[config.mk]
export PLATFORM = sky130hd
export DESIGN_NAME = single_wire_debug_link
export DESIGN_NICKNAME = d
export VERILOG_FILES = /design/src/req_fifo.v /design/src/single_wire_debug_link.v
export VERILOG_INCLUDE_DIRS = /design/src
export SDC_FILE = /design/constraint.sdc
export NUM_CORES = 1
export LEC_CHECK = 0
export ABC_AREA = 1
export BUFFER_PORTS_ARGS = -buffer_cell sky130_fd_sc_hd__buf_4
export CORE_MARGIN = 2
export CORE_UTILIZATION = 40
export CTS_CLUSTER_DIAMETER = 150
export CTS_CLUSTER_SIZE = 16
export DETAILED_ROUTE_END_ITERATION = 7
export SKIP_CTS_REPAIR_TIMING = 1
export SYNTH_ARGS = -nofsm -noshare
export SYNTH_HDL_FRONTEND = slang
export SYNTH_SLANG_ARGS = --single-unit
[constraint.sdc]
create_clock -name ref_clk -period 4.9 [get_ports ref_clk]
set_input_delay 0.245 -clock ref_clk [delete_from_list [all_inputs] [get_ports ref_clk]]
set_output_delay 0.245 -clock ref_clk [all_outputs]
set_load 0.03 [all_outputs]
[src/debug_link_defines.vh]
// Constants for the single-wire debug link controller
`ifndef DEBUG_LINK_DEFINES_VH
`define DEBUG_LINK_DEFINES_VH

// Bit-time figures, counted in debug clock cycles from perceived bit start
`define BIT_PERIOD_CYC      5'd16
`define RX_SAMPLE_CYC       5'd10
`define TX_ONE_PULSE_CYC    5'd7
`define TX_ZERO_LOW_CYC     5'd13
`define TX_BIT_END_CYC      5'd15
`define BIT_CNT_MAX         5'h1F
`define CMD_DELAY_CYC       5'd16

// Link supervision
`define TIMEOUT_CYC         10'd512
`define SYNC_LOW_MIN_CYC    8'd128
`define SYNC_GAP_CYC        8'd16
`define SYNC_PULSE_CYC      8'd128

// Command codes
`define CMD_HALT_REQ        8'h90
`define CMD_ACK_ON          8'hD5
`define CMD_ACK_OFF         8'hD6
`define CMD_RD_STATUS       8'hE4
`define CMD_WR_CONTROL      8'hC4
`define CMD_RD_BYTE         8'hE0
`define CMD_RD_BYTE_S       8'hE1
`define CMD_RD_LAST         8'hE8
`define CMD_WR_BYTE         8'hC0
`define CMD_WR_BYTE_S       8'hC1
`define CMD_RD_BKPT         8'hE2
`define CMD_WR_BKPT         8'hC2
`define CMD_GO              8'h08
`define CMD_STEP            8'h10
`define CMD_GO_TAG          8'h18

// Response sources
`define SRC_DATA            2'd0
`define SRC_STATUS          2'd1
`define SRC_BKPT            2'd2
`define SRC_STAT_DATA       2'd3

// Debug status and control register fields
`define CTL_ENABLE          7
`define CTL_HALTED          6
`define CTL_BKPT_EN         5
`define CTL_BKPT_HIT        4
`define CTL_CLK_SEL         3
`define CTL_OVERRUN         2
`define CTL_RESET           8'h00
`define BKPT_RESET          16'h0000

// Force-reset register address, reached by a serial byte write
`define FORCE_RST_ADDR      16'hFF00
`define FORCE_RST_BIT       0

// Request buffer towards the CPU side
`define REQ_WIDTH           32
`define REQ_DEPTH           8

`endif

[src/req_fifo.v]
// Request buffer between the serial engine and the CPU side
`timescale 1ns/1ps

module req_fifo #(
  parameter WIDTH = 32,
  parameter DEPTH = 8,
  parameter AW    = 3
) (
  input  wire             ref_clk,
  input  wire             sys_rst,
  input  wire             in_valid,
  output wire             in_ready,
  input  wire [WIDTH-1:0] in_data,
  output wire             out_valid,
  input  wire             out_ready,
  output wire [WIDTH-1:0] out_data
);

  reg [WIDTH-1:0] mem [0:DEPTH-1];
  reg [AW-1:0]    wr_ptr;
  reg [AW-1:0]    rd_ptr;
  reg [AW:0]      count;

  wire do_wr = in_valid & in_ready;
  wire do_rd = out_valid & out_ready;

  assign in_ready  = (count != DEPTH[AW:0]);
  assign out_valid = (count != {(AW+1){1'b0}});
  assign out_data  = mem[rd_ptr];

  // Storage has no reset; only the pointers and the count need a defined state
  always @(posedge ref_clk)
  begin
    if (do_wr)
      mem[wr_ptr] <= in_data;
  end

  always @(posedge ref_clk)
  begin
    if (sys_rst)
    begin
      wr_ptr <= {AW{1'b0}};
      rd_ptr <= {AW{1'b0}};
      count  <= {(AW+1){1'b0}};
    end
    else
    begin
      if (do_wr)
        wr_ptr <= wr_ptr + 1'b1;
      if (do_rd)
        rd_ptr <= rd_ptr + 1'b1;
      if (do_wr & ~do_rd)
        count <= count + 1'b1;
      else if (do_rd & ~do_wr)
        count <= count - 1'b1;
    end
  end

endmodule // req_fifo

[src/single_wire_debug_link.v]
// Target-side single-wire debug link: bit engine, command decode, sync, timeout
`timescale 1ns/1ps
`include "debug_link_defines.vh"

// Summary of operation
// - Host falling edge starts bit, one-cycle lag
// - Sample received bit ten cycles after start
// - MSB first, sixteen-cycle nominal bit period
// - 512 idle cycles abort the command
// - Logic one: high pulse at cycle seven
// - Logic zero: low thirteen cycles, then high
// - Pin undriven during host-to-target bits
// - Pin low leaving reset enters halted mode
// - Force-reset write then low pin halts
// - Control bit selects debug clock source
// - CPU register, step, go only when halted
// - Memory and status commands accepted anytime
// - Sync request answered with timed pulse
// - One hardware address breakpoint comparator
// - Oscillator kept running when debug enabled
// - Watchdog suspended while halted
// - Controller registers reachable only serially
// - Eight-bit command code; sixteen-cycle delays
// - Halt request honoured only when enabled
module single_wire_debug_link (
  input  wire        ref_clk,
  input  wire        sys_rst,
  input  wire        debug_io_pin_in,
  output wire        debug_io_pin_out,
  output wire        debug_io_pin_oe,
  input  wire [15:0] cpu_addr,
  input  wire        cpu_addr_valid,
  input  wire [15:0] rsp_data,
  input  wire        rsp_valid,
  output wire        req_valid,
  input  wire        req_ready,
  output wire [31:0] req_data,
  output wire        halted_debug_mode,
  output reg         single_step_command,
  output wire        debug_clock_select,
  output wire        osc_keep_on,
  output wire        watchdog_freeze,
  output reg         force_reset_req,
  output reg         bkpt_hit
);

  localparam P_CMD  = 3'b001;
  localparam P_RX   = 3'b010;
  localparam P_TX   = 3'b100;
  localparam E_NORM = 4'b0001;
  localparam E_WAIT = 4'b0010;
  localparam E_DRV  = 4'b0100;
  localparam E_SUP  = 4'b1000;

  // Info word: [8] push, [7] valid, [6] halted only, [5:4] src, [3:2] tx, [1:0] rx
  function [8:0] cmd_info;
    input [7:0] c;
    begin
      case (c)
        `CMD_HALT_REQ:   cmd_info = 9'b0_1_0_00_00_00;
        `CMD_ACK_ON:     cmd_info = 9'b0_1_0_00_00_00;
        `CMD_ACK_OFF:    cmd_info = 9'b0_1_0_00_00_00;
        `CMD_RD_STATUS:  cmd_info = 9'b0_1_0_01_01_00;
        `CMD_WR_CONTROL: cmd_info = 9'b0_1_0_00_00_01;
        `CMD_RD_BYTE:    cmd_info = 9'b1_1_0_00_01_10;
        `CMD_RD_BYTE_S:  cmd_info = 9'b1_1_0_11_10_10;
        `CMD_RD_LAST:    cmd_info = 9'b0_1_0_11_10_00;
        `CMD_WR_BYTE:    cmd_info = 9'b1_1_0_00_00_11;
        `CMD_WR_BYTE_S:  cmd_info = 9'b1_1_0_01_01_11;
        `CMD_RD_BKPT:    cmd_info = 9'b0_1_0_10_10_00;
        `CMD_WR_BKPT:    cmd_info = 9'b0_1_0_00_00_10;
        `CMD_GO:         cmd_info = 9'b1_1_1_00_00_00;
        `CMD_STEP:       cmd_info = 9'b1_1_1_00_00_00;
        `CMD_GO_TAG:     cmd_info = 9'b1_1_1_00_00_00;
        8'h68, 8'h69, 8'h70:
                         cmd_info = 9'b1_1_1_00_01_00;
        8'h71:           cmd_info = 9'b1_1_1_11_10_00;
        8'h6B, 8'h6C, 8'h6F:
                         cmd_info = 9'b1_1_1_00_10_00;
        8'h48, 8'h49, 8'h50:
                         cmd_info = 9'b1_1_1_00_00_01;
        8'h51:           cmd_info = 9'b1_1_1_01_01_01;
        8'h4B, 8'h4C, 8'h4F:
                         cmd_info = 9'b1_1_1_00_00_10;
        default:         cmd_info = 9'b0_0_0_00_00_00;
      endcase
    end
  endfunction

  reg        pin_q;
  reg        pin_d;
  reg [4:0]  cnt;
  reg [9:0]  since_fall;
  reg [7:0]  low_cnt;
  reg [3:0]  eng;
  reg [7:0]  scnt;
  reg [2:0]  pst;
  reg [7:0]  cmd;
  reg [7:0]  sh;
  reg [2:0]  bitn;
  reg [1:0]  rx_left;
  reg [4:0]  tx_left;
  reg [1:0]  tx_src;
  reg        tx_first;
  reg        tx_bit;
  reg        tx_on;
  reg        rx_on;
  reg [15:0] txsh;
  reg [23:0] pay;
  reg [7:0]  ctl;
  reg        halted;
  reg        boot_done;
  reg [15:0] bkpt;
  reg [15:0] rsp_q;

  wire fall = pin_d & ~pin_q & eng[0];
  wire rise = ~pin_d & pin_q;
  wire sync_req = rise & (low_cnt == `SYNC_LOW_MIN_CYC) & eng[0];
  wire busy = ~pst[0] | (bitn != 3'd0) | tx_on;
  wire timeout = (since_fall == `TIMEOUT_CYC) & busy;
  wire abort = timeout | sync_req;

  wire       sample = rx_on & (cnt == `RX_SAMPLE_CYC);
  wire [7:0] nb = {sh[6:0], pin_q};
  wire       byte_done = sample & (bitn == 3'd7);
  wire [8:0] info_n = cmd_info(nb);
  wire       cmd_done = byte_done & pst[0];
  wire       cmd_ok = info_n[7] & (~info_n[6] | halted);
  wire       exec_now = ~abort & ((cmd_done & cmd_ok & (info_n[1:0] == 2'd0)) |
                                  (byte_done & pst[1] & (rx_left == 2'd1)));
  wire [7:0]  exec_cmd = pst[0] ? nb : cmd;
  wire [23:0] exec_pay = {pay[15:0], nb};
  wire [8:0]  exec_info = cmd_info(exec_cmd);
  wire        is_wr_byte = (exec_cmd == `CMD_WR_BYTE) | (exec_cmd == `CMD_WR_BYTE_S);
  wire        is_force = is_wr_byte & (exec_pay[23:8] == `FORCE_RST_ADDR);

  wire        push = exec_now & exec_info[8] & ~is_force;
  wire        push_ready;
  wire [7:0]  status = {ctl[7], halted, ctl[5:2], 2'b00};
  wire        tx_end = tx_on & (cnt == `TX_BIT_END_CYC);

  reg  [15:0] tx_word;

  always @*
  begin
    case (tx_src)
      `SRC_STATUS:    tx_word = {status, 8'h00};
      `SRC_BKPT:      tx_word = bkpt;
      `SRC_STAT_DATA: tx_word = {status, rsp_q[7:0]};
      default:        tx_word = (tx_left == 5'd16) ? rsp_q : {rsp_q[7:0], 8'h00};
    endcase
  end

  // Pin drive: released unless the target sends or answers a sync
  assign debug_io_pin_oe = (tx_on & (tx_bit ? (cnt == `TX_ONE_PULSE_CYC)
                                            : (cnt <= `TX_ZERO_LOW_CYC))) |
                           eng[2] | eng[3];
  assign debug_io_pin_out = (tx_on & (tx_bit ? (cnt == `TX_ONE_PULSE_CYC)
                                             : (cnt == `TX_ZERO_LOW_CYC))) |
                            eng[3];

  assign halted_debug_mode  = halted;
  assign debug_clock_select = ctl[`CTL_CLK_SEL];
  assign osc_keep_on        = ctl[`CTL_ENABLE];
  assign watchdog_freeze    = halted;

  // Edge detection and bit-time counting
  always @(posedge ref_clk)
  begin
    if (sys_rst)
    begin
      pin_q      <= 1'b1;
      pin_d      <= 1'b1;
      cnt        <= `BIT_CNT_MAX;
      since_fall <= 10'd0;
      low_cnt    <= 8'd0;
    end
    else
    begin
      pin_q <= debug_io_pin_in;
      pin_d <= pin_q;
      if (fall)
        cnt <= 5'd0;
      else if (cnt != `BIT_CNT_MAX)
        cnt <= cnt + 5'd1;
      if (fall)
        since_fall <= 10'd0;
      else if (since_fall != `TIMEOUT_CYC)
        since_fall <= since_fall + 10'd1;
      // Own sync answer must not look like a host sync request
      if (pin_q | ~eng[0])
        low_cnt <= 8'd0;
      else if (low_cnt != `SYNC_LOW_MIN_CYC)
        low_cnt <= low_cnt + 8'd1;
    end
  end

  // Sync response: short gap, long low, then a speedup pulse
  always @(posedge ref_clk)
  begin
    if (sys_rst)
    begin
      eng  <= E_NORM;
      scnt <= 8'd0;
    end
    else
    begin
      case (eng)
        E_NORM:
        begin
          scnt <= 8'd0;
          if (sync_req)
            eng <= E_WAIT;
        end
        E_WAIT:
        begin
          scnt <= scnt + 8'd1;
          if (scnt == `SYNC_GAP_CYC - 8'd1)
          begin
            scnt <= 8'd0;
            eng  <= E_DRV;
          end
        end
        E_DRV:
        begin
          scnt <= scnt + 8'd1;
          if (scnt == `SYNC_PULSE_CYC - 8'd1)
            eng <= E_SUP;
        end
        E_SUP:
          eng <= E_NORM;
        default:
          eng <= E_NORM;
      endcase
    end
  end

  // Byte assembly and command sequencing
  always @(posedge ref_clk)
  begin
    if (sys_rst | abort)
    begin
      pst      <= P_CMD;
      cmd      <= 8'h00;
      sh       <= 8'h00;
      bitn     <= 3'd0;
      rx_left  <= 2'd0;
      tx_left  <= 5'd0;
      tx_src   <= `SRC_DATA;
      tx_first <= 1'b0;
      tx_bit   <= 1'b0;
      tx_on    <= 1'b0;
      rx_on    <= 1'b0;
      txsh     <= 16'h0000;
      pay      <= 24'h000000;
    end
    else
    begin
      if (fall & ~pst[2])
        rx_on <= 1'b1;
      else if (sample)
        rx_on <= 1'b0;
      if (sample)
      begin
        sh   <= nb;
        bitn <= bitn + 3'd1;
      end
      if (cmd_done)
      begin
        cmd     <= nb;
        rx_left <= info_n[1:0];
        if (cmd_ok & (info_n[1:0] != 2'd0))
          pst <= P_RX;
      end
      if (byte_done & pst[1])
      begin
        pay     <= exec_pay;
        rx_left <= rx_left - 2'd1;
      end
      if (exec_now)
      begin
        tx_src   <= exec_info[5:4];
        tx_left  <= {exec_info[3:2], 3'b000};
        tx_first <= 1'b1;
        pst      <= (exec_info[3:2] != 2'd0) ? P_TX : P_CMD;
      end
      if (fall & pst[2])
      begin
        tx_on    <= 1'b1;
        tx_first <= 1'b0;
        tx_left  <= tx_left - 5'd1;
        if (tx_first)
        begin
          tx_bit <= tx_word[15];
          txsh   <= {tx_word[14:0], 1'b0};
        end
        else
        begin
          tx_bit <= txsh[15];
          txsh   <= {txsh[14:0], 1'b0};
        end
      end
      if (tx_end)
      begin
        tx_on <= 1'b0;
        if (tx_left == 5'd0)
          pst <= P_CMD;
      end
    end
  end

  // Command effects; a timeout kills exec_now so no command effect here is applied
  always @(posedge ref_clk)
  begin
    if (sys_rst)
    begin
      ctl                 <= `CTL_RESET;
      bkpt                <= `BKPT_RESET;
      halted              <= 1'b0;
      boot_done           <= 1'b0;
      single_step_command <= 1'b0;
      force_reset_req     <= 1'b0;
      bkpt_hit            <= 1'b0;
      rsp_q               <= 16'h0000;
    end
    else
    begin
      single_step_command <= 1'b0;
      force_reset_req     <= 1'b0;
      bkpt_hit            <= cpu_addr_valid & ctl[`CTL_BKPT_EN] & (cpu_addr == bkpt);
      if (rsp_valid)
        rsp_q <= rsp_data;
      // Pin level caught on the first edge after reset release
      if (!boot_done)
      begin
        boot_done <= 1'b1;
        if (!debug_io_pin_in)
        begin
          halted             <= 1'b1;
          ctl[`CTL_ENABLE]   <= 1'b1;
        end
      end
      if (exec_now)
      begin
        case (exec_cmd)
          `CMD_WR_CONTROL:
          begin
            ctl[`CTL_ENABLE]  <= exec_pay[`CTL_ENABLE];
            ctl[`CTL_BKPT_EN] <= exec_pay[`CTL_BKPT_EN];
            ctl[`CTL_CLK_SEL] <= exec_pay[`CTL_CLK_SEL];
          end
          `CMD_WR_BKPT:
            bkpt <= exec_pay[15:0];
          `CMD_HALT_REQ:
            if (ctl[`CTL_ENABLE])
              halted <= 1'b1;
          `CMD_GO, `CMD_GO_TAG:
            halted <= 1'b0;
          `CMD_STEP:
            single_step_command <= 1'b1;
          default:
            if (is_force & exec_pay[`FORCE_RST_BIT])
              force_reset_req <= 1'b1;
        endcase
      end
      if (bkpt_hit & ctl[`CTL_ENABLE])
        halted <= 1'b1;
      // Hardware set wins over the clear by a control write
      if (bkpt_hit)
        ctl[`CTL_BKPT_HIT] <= 1'b1;
      else if (exec_now & (exec_cmd == `CMD_WR_CONTROL))
        ctl[`CTL_BKPT_HIT] <= 1'b0;
      // A full buffer drops the request and flags it; the link cannot stall the host
      if (push & ~push_ready)
        ctl[`CTL_OVERRUN] <= 1'b1;
      else if (exec_now & (exec_cmd == `CMD_WR_CONTROL))
        ctl[`CTL_OVERRUN] <= 1'b0;
    end
  end

  req_fifo #(
    .WIDTH (`REQ_WIDTH),
    .DEPTH (`REQ_DEPTH),
    .AW    (3)
  ) u_req_fifo (
    .ref_clk   (ref_clk),
    .sys_rst   (sys_rst),
    .in_valid  (push),
    .in_ready  (push_ready),
    .in_data   ({exec_cmd, exec_pay}),
    .out_valid (req_valid),
    .out_ready (req_ready),
    .out_data  (req_data)
  );

endmodule // single_wire_debug_link

[After elaboration in Yosys (flattened, before gate mapping)]
Memories as Yosys holds them, arrays and structs flattened. A register that Yosys moved wholly into a read port is not among the register bits.
Cells that the tools add are included.
Word-level totals
  flip-flop bits (word level): 155
  bits in writable memories: 256
  input port bits: 38
  output and inout port bits: 42
  logic and storage cells: 275
  memories kept: 1
Memories
  u_req_fifo.mem: words 8, bits a word 32, rd ports 1, clocked after Yosys merged registers in 1, wr ports 1, RTL line req_fifo.v:19  | reg [WIDTH-1:0] mem [0:DEPTH-1];
Operators by class
  add/sub/neg operators: 11
  $lt $le $gt $ge: 1
  equality and inequality tests: 84
  multiplexer cells: 51
  bitwise operators: 57
  reductions and logical operators: 36
Operators with widths (number)
  equality test 8 x 7 -> 1 bit (second input constant): 29
  equality test 8 bit (second input constant): 25
  case mux 9 bit (17 select lines): 1
  case mux 8 bit (17 select lines): 1
  case mux 16 bit (3 select lines): 1
  OR reduction 3 bit: 12
  AND 1 bit: 34
  equality test 8 x 5 -> 1 bit (second input constant): 4
  two-way mux 16 bit: 2
  equality test 8 x 4 -> 1 bit (second input constant): 3
  two-way mux 3 bit: 8
  case mux 8 bit (3 select lines): 1
  two-way mux 1 bit: 22
  two-way mux 4 bit: 5
  two-way mux 5 bit: 4
  nonzero test 2 bit: 9
  adder 8 x 1 -> 8 bit (second input constant): 2
  equality test 16 bit: 1
  equality test 16 bit (second input constant): 1
  two-way mux 8 bit: 2
  equality test 5 x 4 -> 1 bit (second input constant): 3
  NOT 1 bit: 12
  case mux 4 bit (3 select lines): 1
  OR reduction 2 bit: 6
  32 further kinds: 51

[Longest topological paths before layout]
  depth after elaboration: 17
  gate-level depth with buffers: 24
  gate-level depth less buffers: 23

[By module]
From an unflattened synthesis, not the netlist that was laid out.
Second synthesis, totals
  cell total of the unflattened synthesis: 1956
  area, all modules: 18346.3 µm²
Modules (own cells, without submodules)
  req_fifo: times used 1, cells an instance 878, area an instance 10687.8 µm², sequential area each 7947.6 µm²
  single_wire_debug_link: times used 1, cells an instance 1078, area an instance 7658.6 µm², sequential area each 2882.8 µm²

[Least setup slack after synthesis]
Ideal clock, no wire load.
  path kind: register to register
  from: register sh[5]
  to: memory u_req_fifo.mem[1][0] (enable)
  setup time: 0.421 ns
  data arrival time: 3.270 ns
  required time: 4.479 ns
  path slack: 1.209 ns
  stages on the path, launching flop included: 16
  buffers on the path: 1
  period minus slack after synthesis: 3.691 ns
  cell sequence: dfxtp_1 buf_2 nand2_1 nand2_1 inv_1 nor2_2 nand2_1 nand2_1 nand2_1 nand2_1 inv_1 nand2_1 o21ai_2 nor3_4 nand2_2 nor2_1
On the way
  elaborated cells on any way between the ends: 89
  those cells by class: eq/ne (58); mux (5); bitwise (13); reduce/logical (13)
RTL lines
  from (decl): RTL line single_wire_debug_link.v:99  | reg [7:0] sh;
  from (signal assigned): RTL line single_wire_debug_link.v:265  | sh <= nb;
  two-way mux 8 bit (*): RTL line single_wire_debug_link.v:131  | wire [7:0] exec_cmd = pst[0] ? nb : cmd;
  net exec_cmd[6]: RTL line single_wire_debug_link.v:131
  equality test 8 x 7 -> 1 bit (tied with other cells): RTL line single_wire_debug_link.v:59  | case (c)
  OR reduction 3 bit (tied with other cells): RTL line single_wire_debug_link.v:59
  case mux 9 bit (17 select lines) / AND 1 bit (equally long branches): RTL line single_wire_debug_link.v:59, single_wire_debug_link.v:135
  AND 1 bit / NOT 1 bit (equally long branches): RTL line single_wire_debug_link.v:137  | wire push = exec_now & exec_info[8] & ~is_force;
  AND 1 bit (*): RTL line single_wire_debug_link.v:137
  AND 1 bit (*): RTL line req_fifo.v:24  | wire do_wr = in_valid & in_ready;
  net u_req_fifo.do_wr: RTL line req_fifo.v:24
  two-way mux 1 bit (*): RTL line req_fifo.v:34  | if (do_wr)
  two-way mux 1 bit (implied by the code) (*): RTL line req_fifo.v:35  | mem[wr_ptr] <= in_data;
  to (decl): RTL line req_fifo.v:19
Mark *: on every way through the listed nets, which the timed path passes. The rest lies on a longest branch.

[Final worst setup path]
  from: register sh[5]
  to: register u_req_fifo.count[3]
On the way
  elaborated cells on any way between the ends: 92
  those cells by class: eq/ne (58); mux (4); bitwise (16); reduce/logical (14)
RTL lines
  two-way mux 8 bit (*): RTL line single_wire_debug_link.v:131
  net exec_cmd[6]: RTL line single_wire_debug_link.v:131
  equality test 8 x 7 -> 1 bit (tied with other cells): RTL line single_wire_debug_link.v:59
  OR reduction 3 bit (tied with other cells): RTL line single_wire_debug_link.v:59
  case mux 9 bit (17 select lines) / AND 1 bit (equally long branches): RTL line single_wire_debug_link.v:59, single_wire_debug_link.v:135
  AND 1 bit / NOT 1 bit (equally long branches): RTL line single_wire_debug_link.v:137
  AND 1 bit (*): RTL line single_wire_debug_link.v:137
  AND 1 bit (*): RTL line req_fifo.v:24
  net u_req_fifo.do_wr: RTL line req_fifo.v:24
  NOT 1 bit: RTL line req_fifo.v:54  | else if (do_rd & ~do_wr)
  AND 1 bit: RTL line req_fifo.v:54
  nonzero test 2 bit (no source line)
  to (signal assigned): RTL line req_fifo.v:44  | count <= {(AW+1){1'b0}};
  to (signal assigned): RTL line req_fifo.v:53  | count <= count + 1'b1;
  to (signal assigned): RTL line req_fifo.v:55  | count <= count - 1'b1;
  to (decl): RTL line req_fifo.v:22  | reg [AW:0] count;
Marks and branches as above.
A chain may end at the register's enable or synchronous reset.

==> out/metrics.cfg <==
[clocking]
cts_buffer_depth = 3
clkLatencyLatePin_ns = 0.59
tritoncts.num_buffers = 29
cts_max_level = 1
root_buffer = clkbuf_16
clock_sinks = 413
clock_transition_at_the_register_clock_pins_on_the_worst_setup_and_hold_paths_after_cts_ns = 0.08
cts_tree = yes

[pwr]
power_density_nw_per_um2 = 415
worst_ir_drop_on_vdd_mv = 0.290
power_mw = 8.26
power.static_leakage_nw = 7.41

[synth]
synth-seq-cells = 413
ys_dominant_reg_cell = edfxtp_1
gate_count_post_synth = 1847
yosys.cell_types.count = 52
seq_area_frac_synth_pct = 61.4
postSynth.asyncResetShare_pct = 0
syn-num-nets = 1907
synth-warning-count = 0
mappedNetlistArea_um2 = 17600
synth_enable_flop_cells = 256
post_synth.cell_area_avg_um2 = 9.56

[timing]
layout_worst_path_cycle_share_pct = 79.4
slew-limit-headroom_pct = 17.0
finalClockSkew_ns = 0.0158
grt_setup_unrepaired = no
final_tns_setup_ns = 0
hold_violations = 0
timing.final.crit_period_ns = 3.89
timing_worst_slew_pin_value_ns = 1.23
slew_viol_final = 0
maximum_clock_frequency_mhz = 257
count_of_endpoints_failing_setup_in_the_final_report = 0

[routing]
post_drt_antenna_nets = 0
finalWirelength_mm = 43.8
drcViolationCount = 0
wire_per_inst_um = 17.4
vias_per_cell = 5.22
vias = 13200
first_pass_iters = 7
initial_detailed_routing_violation_count = 935

[placed_design]
dpl_cell_area_um2 = 18900
port-buffer-count = 79
dp.final_hpwl_mm = 27.8
finalWeightedCongestion = 0.870

[layout]
layout.cells.most_common_list = nor2_1 (360), edfxtp_1 (256), o21ai_0 (236)
finish.instance_area_um2 = 19900
post_route_cells_drive_above_1_share_pct = 9.97
num-nets-final = 1977
area_added_between_synthesis_and_finish_pct = 12.8
mostFrequentLayoutCell = nor2_1

[setup_path]
worst-endpoint-arrival_ns = 4.36
critical_path.endpoint_type = register
worst-setup-path-type = register to register
critical_path.startpoint_type = register
regToRegSetupSlack_ns = 1.01
worst_ep_required_time_ns = 5.37
rr_worst_depth = 22
critical_path_fanouts_max = 18

[die]
die-area_um2 = 45800
dieWidth_um = 214
initial_core_util_pct = 40.8
rows = 76
die_y_um = 214
core_area_um2 = 43300
top_level_ports = 80

[min_path]
hold_path_depth = 3
worstHoldPathType = primary input to register

[status]
status = finished, final reports clean

[global_routing]
grt_max_degree = 68
global_route.usage.total_pct = 18.8
overflow = 0
grt_pass1_vias = 12500
first_pass_grt_wire_length_mm = 69.8
antenna_violations_before_repair = 1

[job]
number_of_max_cap_violations = 0

## kinds of logic (layout without fill, tap and decap cells)
logic type | Yosys count | after routing | synth area share, %
and+or+nand+nor | 700 | 700 | 16.5
buffers and inverters | 233 | 322 | 5.20
adders and majority gates | 22 | 22 | 1.60
other | 0 | 1 | 0
AOI/OAI and AO/OA | 464 | 464 | 14.6
DFF | 413 | 413 | 61.4
xor gates and xnor gates | 14 | 14 | 0.695
muxes | 1 | 1 | 0.0567
## cell type report
cell class	instances	area (um^2)
Clock inverter	2	25.0
Timing Repair Buffer	125	1000
Tap cell	585	732
Sequential cell	413	10800
Fill cell	4112	23400
Clock buffer	48	797
Multi-Input combinational cell	1201	5960
Inverter	147	552
Antenna cell	1	2.50
## cell usage after synthesis (3+ instances only)
library cell  number  area, um^2
a31oi_1           32         200
nand4_1           21         131
nor4_1            10        62.6
inv_1            134         503
nor2_1           368        1380
nand2_1          215         807
clkbuf_1          63         236
dfxtp_1          157        3140
buf_2              8        40.0
nand2_2            9        56.3
nand3_1           31         155
a21oi_1          102         510
buf_4              5        37.5
edfxtp_1         256        7690
o22ai_1           36         225
a22oi_1            3        22.5
nor3_1            18        90.1
buf_1              8        30.0
o21ai_2            3        26.3
inv_2              8        30.0
nand2_4            3        33.8
o21ai_1            5        25.0
xor2_1            13         114
o221ai_1           5        43.8
clkinv_1           5        18.8
a211oi_1           6        45.0
o31ai_1           10        75.1
a221oi_1           8        70.1
or2_2              8        50.1
o211ai_1           6        45.0
nor2_2             7        43.8
ha_1              21         263
o21ai_0          236        1180
## per-layer routing
layer	part of all wire [%]	GRT usage (%)	vias up
li1	-	-	6519
met5	0.12	1.25	-
met4	1.5	3.47	2
met3	4.5	2.79	48
met1	46	25.5	6300
met2	48	32.1	289
## stage by stage
stage / worst slack [ns] / hold slack (ns) / util [%] / cells
finish: 1.01 / 0.0203 / 46.0 / 2522
detailed placement: 1.05 / 0.443 / 43.6 / 2451
CTS: 1.03 / -0.143 / 45.5 / 2501
global route: 0.447 / 0.0396 / 46.0 / 2522
global placement: 1.09 / 0.436 / 43.6 / 2451
floorplan: 1.21 / 0.349 / - / 1847
## report_power, final
group	switching, mW	internal [mW]
Sequential	0.131	3.71
Combinational	1.41	0.726
Clock	1.17	1.11
Total	2.71	5.55
## state kept, by name (all words and copies together), names as in the netlist, 8 cells and up, named ones only
name,cells
since_fall,10
pay,16
u_req_fifo.mem,256
bkpt,16
cmd,8
txsh,15
rsp_q,16
scnt,8
low_cnt,8
## path summary, 6_finish.rpt
check                                 from                  end
worst max-delay path                 sh[5]  u_req_fifo.count[3]
worst min-delay path             rsp_valid             rsp_q[3]
worst max register to register       sh[5]  u_req_fifo.count[3]
worst min register to register  tx_left[0]           tx_left[0]
## worst max-delay path, cell delays in order (launching register included)
cell	delay [ns]
dfxtp_1	0.74
nand2_1	0.10
nand2_1	0.32
inv_1	0.14
nor2_2	0.15
nand2_1	0.12
nand2_1	0.09
nand2_1	0.08
nand2_1	0.08
inv_1	0.05
nand2_1	0.08
o21ai_2	0.08
nor3_4	0.29
ha_1	0.25
inv_1	0.09
ha_1	0.32
and3_1	0.17
a211oi_1	0.23
nor2_1	0.07
nor2_1	0.08
nand2_1	0.07
o21ai_0	0.14
a21oi_1	0.06
No activity file was read; power rests on OpenSTA's default activity.
